<file path="src/hw/mpa_cfg.svh">
/*
  Constants of the motor PWM and ADC synchronisation block: register
  offsets, field positions, reset values and timing counts.
  Assumes a 100 MHz core clock and a 60 MHz average timer rate.
*/
`ifndef MPA_CFG_SVH
`define MPA_CFG_SVH

`define MPA_CLK_HZ     100000000
`define MPA_TMR_HZ     60000000
// The timer tick fires 6 times in every 10 core cycles.
`define MPA_TICK_STEP  4'h6
`define MPA_TICK_WRAP  4'ha
`define MPA_DEAD_NS    500
`define MPA_DEAD_CNT   ((64'd60000000 * 64'd500) / 64'd1000000000)
`define MPA_SPI_HZ     3120000
`define MPA_SPI_HALF   (`MPA_CLK_HZ / (2 * `MPA_SPI_HZ))
`define MPA_SLOW_DIV   4'hf
`define MPA_ADC_W      12
`define MPA_FILT_N     4

`define MPA_A_CTRL     8'h00
`define MPA_A_STATUS   8'h04
`define MPA_A_COUNTER_INITIAL_VALUE    8'h08
`define MPA_A_MOD      8'h0c
`define MPA_A_DUTY0    8'h10
`define MPA_A_DUTY1    8'h14
`define MPA_A_DUTY2    8'h18
`define MPA_A_DEAD     8'h1c
`define MPA_A_PRETRIG  8'h20
`define MPA_A_IDLY     8'h24
`define MPA_A_MASK     8'h28
`define MPA_A_SPEED    8'h2c
`define MPA_A_CMPREF   8'h30
`define MPA_A_SPI      8'h34
`define MPA_A_RES0A    8'h38
`define MPA_A_RES0B    8'h3c
`define MPA_A_RES1A    8'h40
`define MPA_A_RES1B    8'h44

`define MPA_C_GATE     0
`define MPA_C_ACLR     1
`define MPA_C_HPOL     2
`define MPA_C_LPOL     3
`define MPA_C_FPOL     4
`define MPA_C_B2B      5
`define MPA_S_DLY      0
`define MPA_S_ERR      1
`define MPA_S_FLT      2

`define MPA_R_CTRL     6'h23
`define MPA_R_COUNTER_INITIAL_VALUE    16'hf448
`define MPA_R_MOD      16'h0bb7
`define MPA_R_IDLY     16'h2328
`define MPA_R_MASK     8'hc0
`define MPA_R_SPEED    16'h0ea5
`define MPA_R_CMPREF   6'h3e

`endif

</file>
<file path="src/hw/mpa_pkg.sv">
/*
  Types of the motor PWM and ADC synchronisation block.
  Assumes nothing beyond a SystemVerilog compiler.
*/
package mpa_pkg;
  typedef enum logic [1:0] {
    MPA_SPI_IDLE  = 2'b00,
    MPA_SPI_SHIFT = 2'b01
  } mpa_spi_state_e;
endpackage : mpa_pkg

</file>
<file path="src/hw/mpa_motor_pwm.sv">
/*
  Three-pair complementary PWM with dead time and fault shutdown, delay
  unit for ADC pre-triggers, comparator filter, slow tick, SPI port.
  Assumes an APB master, ADCs that pulse adc_done_i with valid results.
*/
// Our own choices: the register offsets and the APB interface to the registers.
`timescale 1ns/100ps
`include "mpa_cfg.svh"
module mpa_motor_pwm #(
  parameter int ADC_W  = `MPA_ADC_W,
  parameter int FILT_N = `MPA_FILT_N
) (
  input  wire logic             core_clk_i,
  input  wire logic             sys_rst_i,
  input  wire logic             psel_i,
  input  wire logic             penable_i,
  input  wire logic             pwrite_i,
  input  wire logic [7:0]       paddr_i,
  input  wire logic [31:0]      pwdata_i,
  output logic [31:0]           prdata_o,
  output logic                  pready_o,
  output logic                  pslverr_o,
  output logic [7:0]            pwm_o,
  input  wire logic             fault_pin_i,
  input  wire logic             cmp_raw_i,
  output logic [5:0]            cmp_ref_o,
  output logic                  reload_trig_o,
  output logic [1:0]            adc_pretrig_o,
  output logic [1:0]            adc_slot_o,
  input  wire logic [1:0]       adc_done_i,
  input  wire logic [ADC_W-1:0] adc0_result_i,
  input  wire logic [ADC_W-1:0] adc1_result_i,
  output logic                  fast_loop_irq_o,
  output logic                  delay_irq_o,
  output logic                  slow_irq_o,
  output logic                  spi_sclk_o,
  output logic                  spi_mosi_o,
  input  wire logic             spi_miso_i,
  output logic                  spi_cs_o
);

  logic [5:0]       ctrl, next_ctrl, next_cmpref;
  logic [15:0]      counter_initial_value, modv, idly, speed;
  logic [15:0]      next_counter_initial_value, next_modv, next_idly, next_speed;
  logic [15:0]      duty [3];
  logic [15:0]      next_duty [3];
  logic [7:0]       dead, pretrig, omask;
  logic [7:0]       next_dead, next_pretrig, next_omask;
  logic             dflag, seq_flag, flt, next_dflag, next_seq, next_flt;
  logic [31:0]      rd_val, next_prdata;
  logic             hit, next_slverr, wr, wr_stat, rd_acc, man_clr;
  logic [3:0]       rd_clr, unread_all;
  logic [ADC_W-1:0] res_all [4];
  logic [ADC_W-1:0] adc_data [2];
  logic [1:0]       seq_ev, first_done;
  logic             spi_busy;
  logic [7:0]       spi_rx;

  assign wr = psel_i & penable_i & pwrite_i;
  assign rd_acc = psel_i & penable_i & ~pwrite_i;
  assign wr_stat = wr && (paddr_i == `MPA_A_STATUS);
  assign man_clr = wr_stat & pwdata_i[`MPA_S_FLT] & ~ctrl[`MPA_C_ACLR];
  assign pready_o = psel_i & penable_i;
  assign adc_data[0] = adc0_result_i;
  assign adc_data[1] = adc1_result_i;

  // Timer tick, main counter, reload trigger and delay counter.
  logic [3:0]  acc, next_acc, sum;
  logic        tick, reload, next_trig, dly_run, next_dly_run;
  logic [15:0] cnt, next_cnt, dly_cnt, next_dly_cnt;
  logic        pre0_hit, idly_hit, fault_in, cmp_filt;
  logic [5:0]  cmpref_q;
  assign cmp_ref_o = cmpref_q;

  always_comb begin
    sum = acc + `MPA_TICK_STEP;
    tick = (sum >= `MPA_TICK_WRAP);
    next_acc = tick ? sum - `MPA_TICK_WRAP : sum;
    reload = tick && ($signed(cnt) >= $signed(modv));
    next_cnt = cnt;
    if (tick) begin
      next_cnt = reload ? counter_initial_value : cnt + 16'h0001;
    end
    next_trig = reload & ctrl[`MPA_C_GATE];
    next_dly_cnt = dly_cnt;
    next_dly_run = dly_run;
    if (reload_trig_o) begin
      next_dly_cnt = 16'h0000;
      next_dly_run = 1'b1;
    end else if (tick && dly_run) begin
      if (dly_cnt == 16'hffff) begin
        next_dly_run = 1'b0;
      end else begin
        next_dly_cnt = dly_cnt + 16'h0001;
      end
    end
    pre0_hit = tick && dly_run && (dly_cnt == {8'h00, pretrig});
    idly_hit = tick && dly_run && (dly_cnt == idly);
  end

  always_ff @(posedge core_clk_i) begin
    if (sys_rst_i) begin
      acc <= 4'h0;
      cnt <= `MPA_R_COUNTER_INITIAL_VALUE;
      reload_trig_o <= 1'b0;
      dly_cnt <= 16'h0000;
      dly_run <= 1'b0;
    end else begin
      acc <= next_acc;
      cnt <= next_cnt;
      reload_trig_o <= next_trig;
      dly_cnt <= next_dly_cnt;
      dly_run <= next_dly_run;
    end
  end

  // Register writes, status flags and the fault latch.
  always_comb begin
    next_ctrl = ctrl;
    next_counter_initial_value = counter_initial_value;
    next_modv = modv;
    next_idly = idly;
    next_speed = speed;
    next_duty = duty;
    next_dead = dead;
    next_pretrig = pretrig;
    next_omask = omask;
    next_cmpref = cmpref_q;
    if (wr) begin
      case (paddr_i)
        `MPA_A_CTRL:    next_ctrl = pwdata_i[5:0];
        `MPA_A_COUNTER_INITIAL_VALUE:   next_counter_initial_value = pwdata_i[15:0];
        `MPA_A_MOD:     next_modv = pwdata_i[15:0];
        `MPA_A_DUTY0:   next_duty[0] = pwdata_i[15:0];
        `MPA_A_DUTY1:   next_duty[1] = pwdata_i[15:0];
        `MPA_A_DUTY2:   next_duty[2] = pwdata_i[15:0];
        `MPA_A_DEAD:    next_dead = pwdata_i[7:0];
        `MPA_A_PRETRIG: next_pretrig = pwdata_i[7:0];
        `MPA_A_IDLY:    next_idly = pwdata_i[15:0];
        `MPA_A_MASK:    next_omask = pwdata_i[7:0];
        `MPA_A_SPEED:   next_speed = pwdata_i[15:0];
        `MPA_A_CMPREF:  next_cmpref = pwdata_i[5:0];
        default:        next_ctrl = ctrl;
      endcase
    end
    next_dflag = (dflag & ~(wr_stat & pwdata_i[`MPA_S_DLY])) | idly_hit;
    next_seq = (seq_flag & ~(wr_stat & pwdata_i[`MPA_S_ERR])) | (|seq_ev);
    fault_in = (fault_pin_i ^ ctrl[`MPA_C_FPOL]) | cmp_filt;
    next_flt = fault_in |
      (flt & ~((reload & ctrl[`MPA_C_ACLR]) | man_clr));
  end

  always_ff @(posedge core_clk_i) begin
    if (sys_rst_i) begin
      ctrl <= `MPA_R_CTRL;
      counter_initial_value <= `MPA_R_COUNTER_INITIAL_VALUE;
      modv <= `MPA_R_MOD;
      idly <= `MPA_R_IDLY;
      speed <= `MPA_R_SPEED;
      duty <= '{16'h0000, 16'h0000, 16'h0000};
      dead <= 8'(`MPA_DEAD_CNT);
      pretrig <= 8'(`MPA_DEAD_CNT / 2);
      omask <= `MPA_R_MASK;
      cmpref_q <= `MPA_R_CMPREF;
      dflag <= 1'b0;
      seq_flag <= 1'b0;
      flt <= 1'b0;
    end else begin
      ctrl <= next_ctrl;
      counter_initial_value <= next_counter_initial_value;
      modv <= next_modv;
      idly <= next_idly;
      speed <= next_speed;
      duty <= next_duty;
      dead <= next_dead;
      pretrig <= next_pretrig;
      omask <= next_omask;
      cmpref_q <= next_cmpref;
      dflag <= next_dflag;
      seq_flag <= next_seq;
      flt <= next_flt;
    end
  end

  assign delay_irq_o = dflag | seq_flag;

  // Read data and error are set up in the setup phase.
  always_comb begin
    rd_val = 32'h0000_0000;
    hit = 1'b1;
    case (paddr_i)
      `MPA_A_CTRL:    rd_val = {26'h0, ctrl};
      `MPA_A_STATUS:  rd_val = {25'h0, spi_busy, fault_pin_i, cmp_filt,
                                1'b0, flt, seq_flag, dflag};
      `MPA_A_COUNTER_INITIAL_VALUE:   rd_val = {16'h0, counter_initial_value};
      `MPA_A_MOD:     rd_val = {16'h0, modv};
      `MPA_A_DUTY0:   rd_val = {16'h0, duty[0]};
      `MPA_A_DUTY1:   rd_val = {16'h0, duty[1]};
      `MPA_A_DUTY2:   rd_val = {16'h0, duty[2]};
      `MPA_A_DEAD:    rd_val = {24'h0, dead};
      `MPA_A_PRETRIG: rd_val = {24'h0, pretrig};
      `MPA_A_IDLY:    rd_val = {16'h0, idly};
      `MPA_A_MASK:    rd_val = {24'h0, omask};
      `MPA_A_SPEED:   rd_val = {16'h0, speed};
      `MPA_A_CMPREF:  rd_val = {26'h0, cmpref_q};
      `MPA_A_SPI:     rd_val = {23'h0, spi_busy, spi_rx};
      `MPA_A_RES0A:   rd_val = 32'(res_all[0]);
      `MPA_A_RES0B:   rd_val = 32'(res_all[1]);
      `MPA_A_RES1A:   rd_val = 32'(res_all[2]);
      `MPA_A_RES1B:   rd_val = 32'(res_all[3]);
      default:        hit = 1'b0;
    endcase
    next_prdata = prdata_o;
    next_slverr = pslverr_o;
    if (psel_i && !penable_i) begin
      next_prdata = pwrite_i ? 32'h0000_0000 : rd_val;
      next_slverr = ~hit;
    end
    rd_clr[0] = rd_acc && (paddr_i == `MPA_A_RES0A);
    rd_clr[1] = rd_acc && (paddr_i == `MPA_A_RES0B);
    rd_clr[2] = rd_acc && (paddr_i == `MPA_A_RES1A);
    rd_clr[3] = rd_acc && (paddr_i == `MPA_A_RES1B);
  end

  always_ff @(posedge core_clk_i) begin
    if (sys_rst_i) begin
      prdata_o <= 32'h0000_0000;
      pslverr_o <= 1'b0;
    end else begin
      prdata_o <= next_prdata;
      pslverr_o <= next_slverr;
    end
  end

  // One pre-trigger sequencer and result pair per converter.
  for (genvar a = 0; a < 2; a++) begin : gen_adc
    logic             busy_q, slot_q, pre_q, fire1, done, fire;
    logic             next_busy, next_slot;
    logic [ADC_W-1:0] res_q [2];
    logic [ADC_W-1:0] next_res [2];
    logic [1:0]       unread_q, next_unread;
    logic             seq_one, first_one;
    always_comb begin
      done = adc_done_i[a] & busy_q;
      fire1 = ctrl[`MPA_C_B2B] & done & ~slot_q & ~pre0_hit;
      fire = pre0_hit | fire1;
      next_busy = fire | (busy_q & ~done);
      next_slot = fire ? fire1 : slot_q;
      next_res = res_q;
      if (done) begin
        next_res[slot_q] = adc_data[a];
      end
      next_unread = unread_q & ~rd_clr[2*a+1:2*a];
      if (done) begin
        next_unread[slot_q] = 1'b1;
      end
      seq_one = (pre0_hit & unread_q[0]) | (fire1 & unread_q[1]);
      first_one = done & ~slot_q;
    end
    always_ff @(posedge core_clk_i) begin
      if (sys_rst_i) begin
        busy_q <= 1'b0;
        slot_q <= 1'b0;
        pre_q <= 1'b0;
        res_q <= '{'0, '0};
        unread_q <= 2'b00;
      end else begin
        busy_q <= next_busy;
        slot_q <= next_slot;
        pre_q <= fire;
        res_q <= next_res;
        unread_q <= next_unread;
      end
    end
    assign adc_pretrig_o[a] = pre_q;
    assign adc_slot_o[a] = slot_q;
    assign res_all[2*a] = res_q[0];
    assign res_all[2*a+1] = res_q[1];
    assign unread_all[2*a+1:2*a] = unread_q;
    assign seq_ev[a] = seq_one;
    assign first_done[a] = first_one;
  end

  // Complementary pairs with dead time, fault and mask gating.
  for (genvar p = 0; p < 3; p++) begin : gen_pair
    logic       ref_q, hi_q, lo_q, next_ref, next_hi, next_lo;
    logic [7:0] dt_q, next_dt;
    always_comb begin
      next_ref = $signed(cnt) < $signed(duty[p]);
      next_dt = dt_q;
      if (next_ref != ref_q) begin
        next_dt = 8'h00;
      end else if (tick && dt_q != 8'hff) begin
        next_dt = dt_q + 8'h01;
      end
      next_hi = (ref_q & (dt_q >= dead) & ~flt & ~omask[2*p])
                ^ ctrl[`MPA_C_HPOL];
      next_lo = (~ref_q & (dt_q >= dead) & ~flt & ~omask[2*p+1])
                ^ ctrl[`MPA_C_LPOL];
    end
    always_ff @(posedge core_clk_i) begin
      if (sys_rst_i) begin
        ref_q <= 1'b0;
        dt_q <= 8'h00;
        hi_q <= 1'b0;
        lo_q <= 1'b0;
      end else begin
        ref_q <= next_ref;
        dt_q <= next_dt;
        hi_q <= next_hi;
        lo_q <= next_lo;
      end
    end
    assign pwm_o[2*p] = hi_q;
    assign pwm_o[2*p+1] = lo_q;
  end

  // Spare channels, comparator filter and the slow tick.
  logic [1:0]        idle_q;
  logic [FILT_N-2:0] hist, next_hist;
  logic              next_filt, next_slow_irq;
  logic [3:0]        pre16, next_pre16;
  logic [15:0]       slow_cnt, next_slow_cnt;

  always_comb begin
    next_hist = {hist[FILT_N-3:0], cmp_raw_i};
    next_filt = cmp_filt;
    if (&{hist, cmp_raw_i}) begin
      next_filt = 1'b1;
    end else if (~|{hist, cmp_raw_i}) begin
      next_filt = 1'b0;
    end
    next_pre16 = tick ? pre16 + 4'h1 : pre16;
    next_slow_cnt = slow_cnt;
    next_slow_irq = 1'b0;
    if (tick && pre16 == `MPA_SLOW_DIV) begin
      next_slow_irq = (slow_cnt >= speed);
      next_slow_cnt = next_slow_irq ? 16'h0000 : slow_cnt + 16'h0001;
    end
  end

  always_ff @(posedge core_clk_i) begin
    if (sys_rst_i) begin
      idle_q <= 2'b00;
      hist <= '0;
      cmp_filt <= 1'b0;
      pre16 <= 4'h0;
      slow_cnt <= 16'h0000;
      slow_irq_o <= 1'b0;
      fast_loop_irq_o <= 1'b0;
    end else begin
      idle_q <= {ctrl[`MPA_C_LPOL], ctrl[`MPA_C_HPOL]};
      hist <= next_hist;
      cmp_filt <= next_filt;
      pre16 <= next_pre16;
      slow_cnt <= next_slow_cnt;
      slow_irq_o <= next_slow_irq;
      fast_loop_irq_o <= first_done[0];
    end
  end
  assign pwm_o[7:6] = idle_q;

  mpa_spi_master u_spi (
    .core_clk_i (core_clk_i),
    .sys_rst_i  (sys_rst_i),
    .start_i    (wr && paddr_i == `MPA_A_SPI && !spi_busy),
    .tx_i       (pwdata_i[7:0]),
    .busy_o     (spi_busy),
    .rx_o       (spi_rx),
    .sclk_o     (spi_sclk_o),
    .mosi_o     (spi_mosi_o),
    .miso_i     (spi_miso_i),
    .cs_o       (spi_cs_o)
  );
endmodule : mpa_motor_pwm

</file>
<file path="src/hw/mpa_spi_master.sv">
/*
  Gate-driver serial port: 8-bit SPI master, mode 0, chip select high.
  Assumes start_i is a one-cycle pulse given only while busy_o is low.
*/
`timescale 1ns/100ps
`include "mpa_cfg.svh"
module mpa_spi_master #(
  parameter int HALF = `MPA_SPI_HALF
) (
  input  wire logic       core_clk_i,
  input  wire logic       sys_rst_i,
  input  wire logic       start_i,
  input  wire logic [7:0] tx_i,
  output logic            busy_o,
  output logic [7:0]      rx_o,
  output logic            sclk_o,
  output logic            mosi_o,
  input  wire logic       miso_i,
  output logic            cs_o
);
  mpa_pkg::mpa_spi_state_e st, next_st;
  logic [7:0] div, next_div, sh, next_sh, next_rx;
  logic [3:0] edges, next_edges;
  logic       next_sclk, next_cs;

  always_comb begin
    next_st = st;
    next_div = div;
    next_sh = sh;
    next_rx = rx_o;
    next_edges = edges;
    next_sclk = sclk_o;
    next_cs = cs_o;
    case (st)
      mpa_pkg::MPA_SPI_IDLE: begin
        if (start_i) begin
          next_st = mpa_pkg::MPA_SPI_SHIFT;
          next_sh = tx_i;
          next_cs = 1'b1;
          next_div = 8'h00;
          next_edges = 4'h0;
        end
      end
      mpa_pkg::MPA_SPI_SHIFT: begin
        if (div == 8'(HALF - 1)) begin
          next_div = 8'h00;
          next_sclk = ~sclk_o;
          next_edges = edges + 4'h1;
          if (!sclk_o) begin
            next_rx = {rx_o[6:0], miso_i};
          end else if (edges == 4'hf) begin
            next_st = mpa_pkg::MPA_SPI_IDLE;
            next_cs = 1'b0;
          end else begin
            next_sh = {sh[6:0], 1'b0};
          end
        end else begin
          next_div = div + 8'h01;
        end
      end
      default: next_st = mpa_pkg::MPA_SPI_IDLE;
    endcase
  end

  always_ff @(posedge core_clk_i) begin
    if (sys_rst_i) begin
      st <= mpa_pkg::MPA_SPI_IDLE;
      div <= 8'h00;
      sh <= 8'h00;
      rx_o <= 8'h00;
      edges <= 4'h0;
      sclk_o <= 1'b0;
      cs_o <= 1'b0;
    end else begin
      st <= next_st;
      div <= next_div;
      sh <= next_sh;
      rx_o <= next_rx;
      edges <= next_edges;
      sclk_o <= next_sclk;
      cs_o <= next_cs;
    end
  end

  assign busy_o = (st != mpa_pkg::MPA_SPI_IDLE);
  assign mosi_o = sh[7];
endmodule : mpa_spi_master

</file>
<file path="config.mk">
export PLATFORM = sky130hd
export DESIGN_NAME = mpa_motor_pwm
export DESIGN_NICKNAME = d
export VERILOG_FILES = /design/src/hw/mpa_pkg.sv /design/src/hw/mpa_motor_pwm.sv /design/src/hw/mpa_spi_master.sv
export VERILOG_INCLUDE_DIRS = /design/src /design/src/hw
export SDC_FILE = /design/constraint.sdc
export NUM_CORES = 1
export LEC_CHECK = 0
export BUFFER_PORTS_ARGS = -buffer_cell sky130_fd_sc_hd__buf_2
export CAP_MARGIN = 20
export CORE_MARGIN = 2
export CORE_UTILIZATION = 63
export CTS_BUF_LIST = sky130_fd_sc_hd__clkbuf_4
export DETAILED_ROUTE_END_ITERATION = 7
export GPL_ROUTABILITY_DRIVEN = 1
export PLACE_DENSITY = 0.81
export SLEW_MARGIN = 30
export SYNTH_ARGS = -nofsm -noshare
export SYNTH_HDL_FRONTEND = slang
export SYNTH_SLANG_ARGS = --single-unit
</file>
<file path="constraint.sdc">
create_clock -name core_clk_i -period 2.95 [get_ports core_clk_i]
set_clock_uncertainty 0.1 [all_clocks]
set_input_delay 0.59 -clock core_clk_i [delete_from_list [all_inputs] [get_ports core_clk_i]]
set_output_delay 0.59 -clock core_clk_i [all_outputs]
set_load 0.02 [all_outputs]
</file>
==> out/qor_table.md <==
| Group | Result | Value |
| --- | --- | --- |
| run status | Result of the run | finished clean |
| drt | Vias after detailed routing | 18,500 |
| synthesis | Fraction of synthesis flops using an asynchronous set or reset pin | 0 |
| drt | Vias per cell | 6.28 |
| timing | Unrepaired setup endpoints after global routing | no |
| timing | Timing-limited maximum frequency | 352 MHz |
| placement | Minimum setup slack after placement | 0.194 ns |
| timing | Final worst path period need | 2.84 ns |
| setup path | Peak fanout along the critical path | 12 |
| global route | First-pass GRT wire length | 99,900 um |
| placement | Estimated wirelength of the detail-placed design | 49,000 um |
| clock tree | Clk_lat worst skew | 0.78 ns |
| die | Width of the die | 176 um |
| die | Total die area | 31,100 um2 |
| synthesis | Post-synthesis share of cell area spent on full adders, half adders and majority gates | 0.0756 |
| finish | Registers with the most flip-flops | duty x48, gen_adc.res_q x48, gen_pair.dt_q x24 |
| timing | Number of setup violations in the final report | 0 |
| clock tree | Number of buffers created by CTS | 95 |
| global route | Via count of the first global-routing pass | 17,600 |
| placement | IO buf count | 100 |
| synthesis | Simple logic cell fraction of the synthesized area | 0.229 |
| synthesis | Largest family of logic cells by synthesized area | simple AND/OR/NAND/NOR gates |
| finish | Post-layout nets | 2,680 |
| global route | Residual overflow from global routing | 0 |
| finish | Final instance count without filler cells | 2,953 |
| setup path | Kind of start point of the critical path | flop |
| drt | Final wirelength | 66,000 um |
| pwr | Leakage | 8.59 nW |
| synthesis | Count of distinct cell types in the synthesized netlist | 94 |
| global route | Maximum number of pins on one net before global-route repair | 81 |
| synthesis | Dominant synthesized flop cell | dfxtp_1 |
| setup path | CP Cell Sequence | inv_1 > ha_1 > o21ai_0 > o21ai_1 > and2b_4 > or3_1 > nand2_4 > buf_4 > a21oi_1 > o32a_1 |
| finish | Finished Core Util | 0.728 |
| timing | Final hold vios | 0 |
| setup path | Data required time at the worst endpoint | 3.47 ns |
| placement | Number of placed instances, taps included | 2,760 |
| pwr | Worst-case vdd ir drop | 0.00106 V |
| die | Die Y-Extent | 176 um |
| synthesis | Flops & latches, synth | 354 |
| timing | Slew margin rel. | 0.428 |
| clock tree | TritonCTS sink count | 354 |
| synthesis | Cell count after synthesis | 2,290 |
| drt | Iteration count of the initial detailed-routing pass | 6 |
| timing | Final worst setup slack | 0.108 ns |
| drt | Routed Antenna Nets | 0 |
| synthesis | Post-synthesis compound-gate area fraction | 0.179 |
| die | FP Rows | 63 |
| timing | Slew of the pin with the lowest slew margin | 0.845 ns |
| setup path | Crit path DAT | 3.36 ns |
| synthesis | Number of warnings reported in the yosys synthesis log | 0 |
| synthesis | Syn Area/Cell | 8.16 um2 |
| clock tree | CTS max path bufs | 3 |
| job | Maximum Capacitance Violations | 0 |
| synthesis | Post-synthesis cell area | 18,700 um2 |
| timing | Count of final max-slew check failures | 0 |
| synthesis | Library cell occupying the most area in the post-synthesis netlist | dfxtp_1 |
| placement | Routability-driven placement congestion ratio | 1.01 |
| synthesis | Sequential fraction of the synthesis area | 0.379 |
| timing | Portion of the clock cycle consumed by the worst path in the final layout | 0.963 |
| drt | DR DRC count | 0 |
| timing | Setup TNS | 0 ns |
| synthesis | Number of flops mapped to enable cells by yosys | 0 |
| synthesis | Synth top area cells | dfxtp_1, nand2_1, ha_1 |
| global route | Global router's overall resource usage | 0.419 |
| clock tree | Count of H-tree levels built during CTS | 3 |
| global route | Number of antenna violations at the first check in global routing | 3 |
| setup path | Standard cell with the maximum stage delay on the critical path | or3_1 |
| finish | Layout cell share with drive strength beyond 1 | 0.168 |
| pwr | Power Density | 497 nW/um2 |
| setup path | Critical path's largest stage delay | 0.45 ns |
| worst hold path | Worst hold path class | in2reg |
| finish | Area growth syn-to-layout | 14.5% |
| setup path | Worst path top cell family by delay | simple AND/OR/NAND/NOR gates |
| synthesis | Portion of synthesized cell area occupied by the leading cell type | 0.379 |
| setup path | Number of buffer and inverter instances along the worst setup path | 2 |
| clock tree | Cell at the root of the clock tree | clkbuf_4 |
| setup path | Setup Crit Path Kind | reg2reg |
| synthesis | Xor/xnor cell area share of the yosys netlist | 0.0408 |
| clock tree | # Post-CTS Setup Buffers | 0 |
| clock tree | CTS tree | done |
| setup path | Critical path capture point type | flop |
| die | Starting density of the core | 0.636 |
| die | I/O pin count | 133 |
| drt | WL/cell | 22.3 um |
| clock tree | Clock Pin Slew Worst Setup and Hold Paths | 0.07 ns |
| die | Area of the core | 29,400 um2 |
| synthesis | Fraction of synthesized area in multiplexers | 0.0306 |
| drt | Iteration-0 DRC Markers | 2,082 |
[synthesized netlist by cell type, types with 8 or more instances]
cell and number:
nor2_1 148, a222oi_1 9, nand3b_1 10, nand2_1 450
o32ai_1 8, o21ai_0 46, xnor2_1 42, buf_2 35
nand2b_1 14, o31ai_1 10, a21oi_1 221, nand4_1 41
buf_4 33, nor3_1 25, nand3_1 76, inv_1 111
dfxtp_1 354, mux2i_1 46, a21o_1 27, nor2b_1 15
a221oi_1 11, ha_1 113, o211ai_1 26, xor2_1 45
nor4_1 15, a211oi_1 15, o22ai_1 10, clkbuf_1 77
and3_1 23, a22oi_1 58, a31oi_1 9
[worst reg2reg max path, stage by stage, from the launching register on]
cell and delay (ns):
dfxtp_1 0.43, inv_1 0.11, ha_1 0.31, o21ai_0 0.10, o21ai_1 0.20, and2b_4 0.24, or3_1 0.45, nand2_4 0.20
buf_4 0.20, a21oi_1 0.07, o32a_1 0.28
[cell usage in the layout, fill, tap and decap left out, types with 23 or more instances in the layout]
master and instances:
o211ai_1 26, buf_2 99, and3_1 23, o21ai_0 46, nand4_1 41, nor3_1 25, nand2_1 450, clkbuf_4 141
xnor2_1 42, a22oi_1 58, mux2i_1 46, ha_1 113, inv_1 111, a21o_1 27, nand3_1 76, xor2_1 45
a21oi_1 221, buf_4 112, nor2_1 148, dlygate4sd3_1 26, dfxtp_1 354
[report_power, final]
group          switching [mW]  total (mW)  internal, mW  leakage [nW]
registers              0.0692        4.92          4.85          2.86
clock network            2.12        4.38          2.26         0.712
logic                   0.877        1.34         0.459          5.03
[metal layers]
| layer | vias to the layer above | GRT usage | wire length, um |
|---|---|---|---|
| met5 | - | 0 | 15 |
| met4 | 2 | 0.203 | 3110 |
| met3 | 221 | 0.102 | 7290 |
| met2 | 1087 | 0.658 | 29500 |
| met1 | 8783 | 0.541 | 26100 |
| li1 | 8452 | - | - |
[path summary, 6_finish.rpt]
path                            slack (ns)            startpoint                               end  cells past startpoint
worst min-delay path                  0.04      adc0_result_i[7]  gen_adc[0].res_q[7]$_SDFFE_PP0P_                      3
worst min register to register        0.35  duty[9]$_SDFFE_PP0P_              duty[9]$_SDFFE_PP0P_                      2
worst max register to register        0.11  modv[7]$_SDFFE_PP1P_               cnt[3]$_SDFFE_PP1N_                     10
worst max-delay path                  0.11  modv[7]$_SDFFE_PP1P_               cnt[3]$_SDFFE_PP1N_                     10
[per-stage QoR]
step / cell area (um2) / hold slack (ns) / total power [mW]
3_3_place_gp: 19900 / 0.337 / 6.25
2_1_floorplan: 18800 / 0.331 / 5.87
4_1_cts: 21400 / 0.00153 / 10.6
3_5_place_dp: 19900 / 0.344 / 6.27
5_1_grt: 21400 / 0.0225 / 11.0
6_report: 21400 / 0.0370 / 10.6
[layout make-up]
cell class                 instances  area (um2)
clock buffer                     141        1060
antenna                            1        2.50
fill                            2294        8000
clock inverter                    25         133
timing repair buffer             246        1770
multi-input combinational       1684       10400
sequential                       354        7090
inverter                         112         420
tap                              390         488
[cell families (layout without fill, tap and decap cells)]
family                   after synthesis  after routing
AND/OR/NAND/NOR                      901            901
AO/OA/AOI/OAI                        514            514
flip-flops                           354            354
buffers and inverters                267            524
adder cells (fa/ha/maj)              113            113
XOR/XNOR                              87             87
multiplexers                          53             53
other                                  1             17
[timing repair]
action	4_1_cts	5_1_grt
hold buffers	26	0
resized for setup	0	0
endpoints found under the hold margin	47	0
Power figures use the tool's default switching activity.
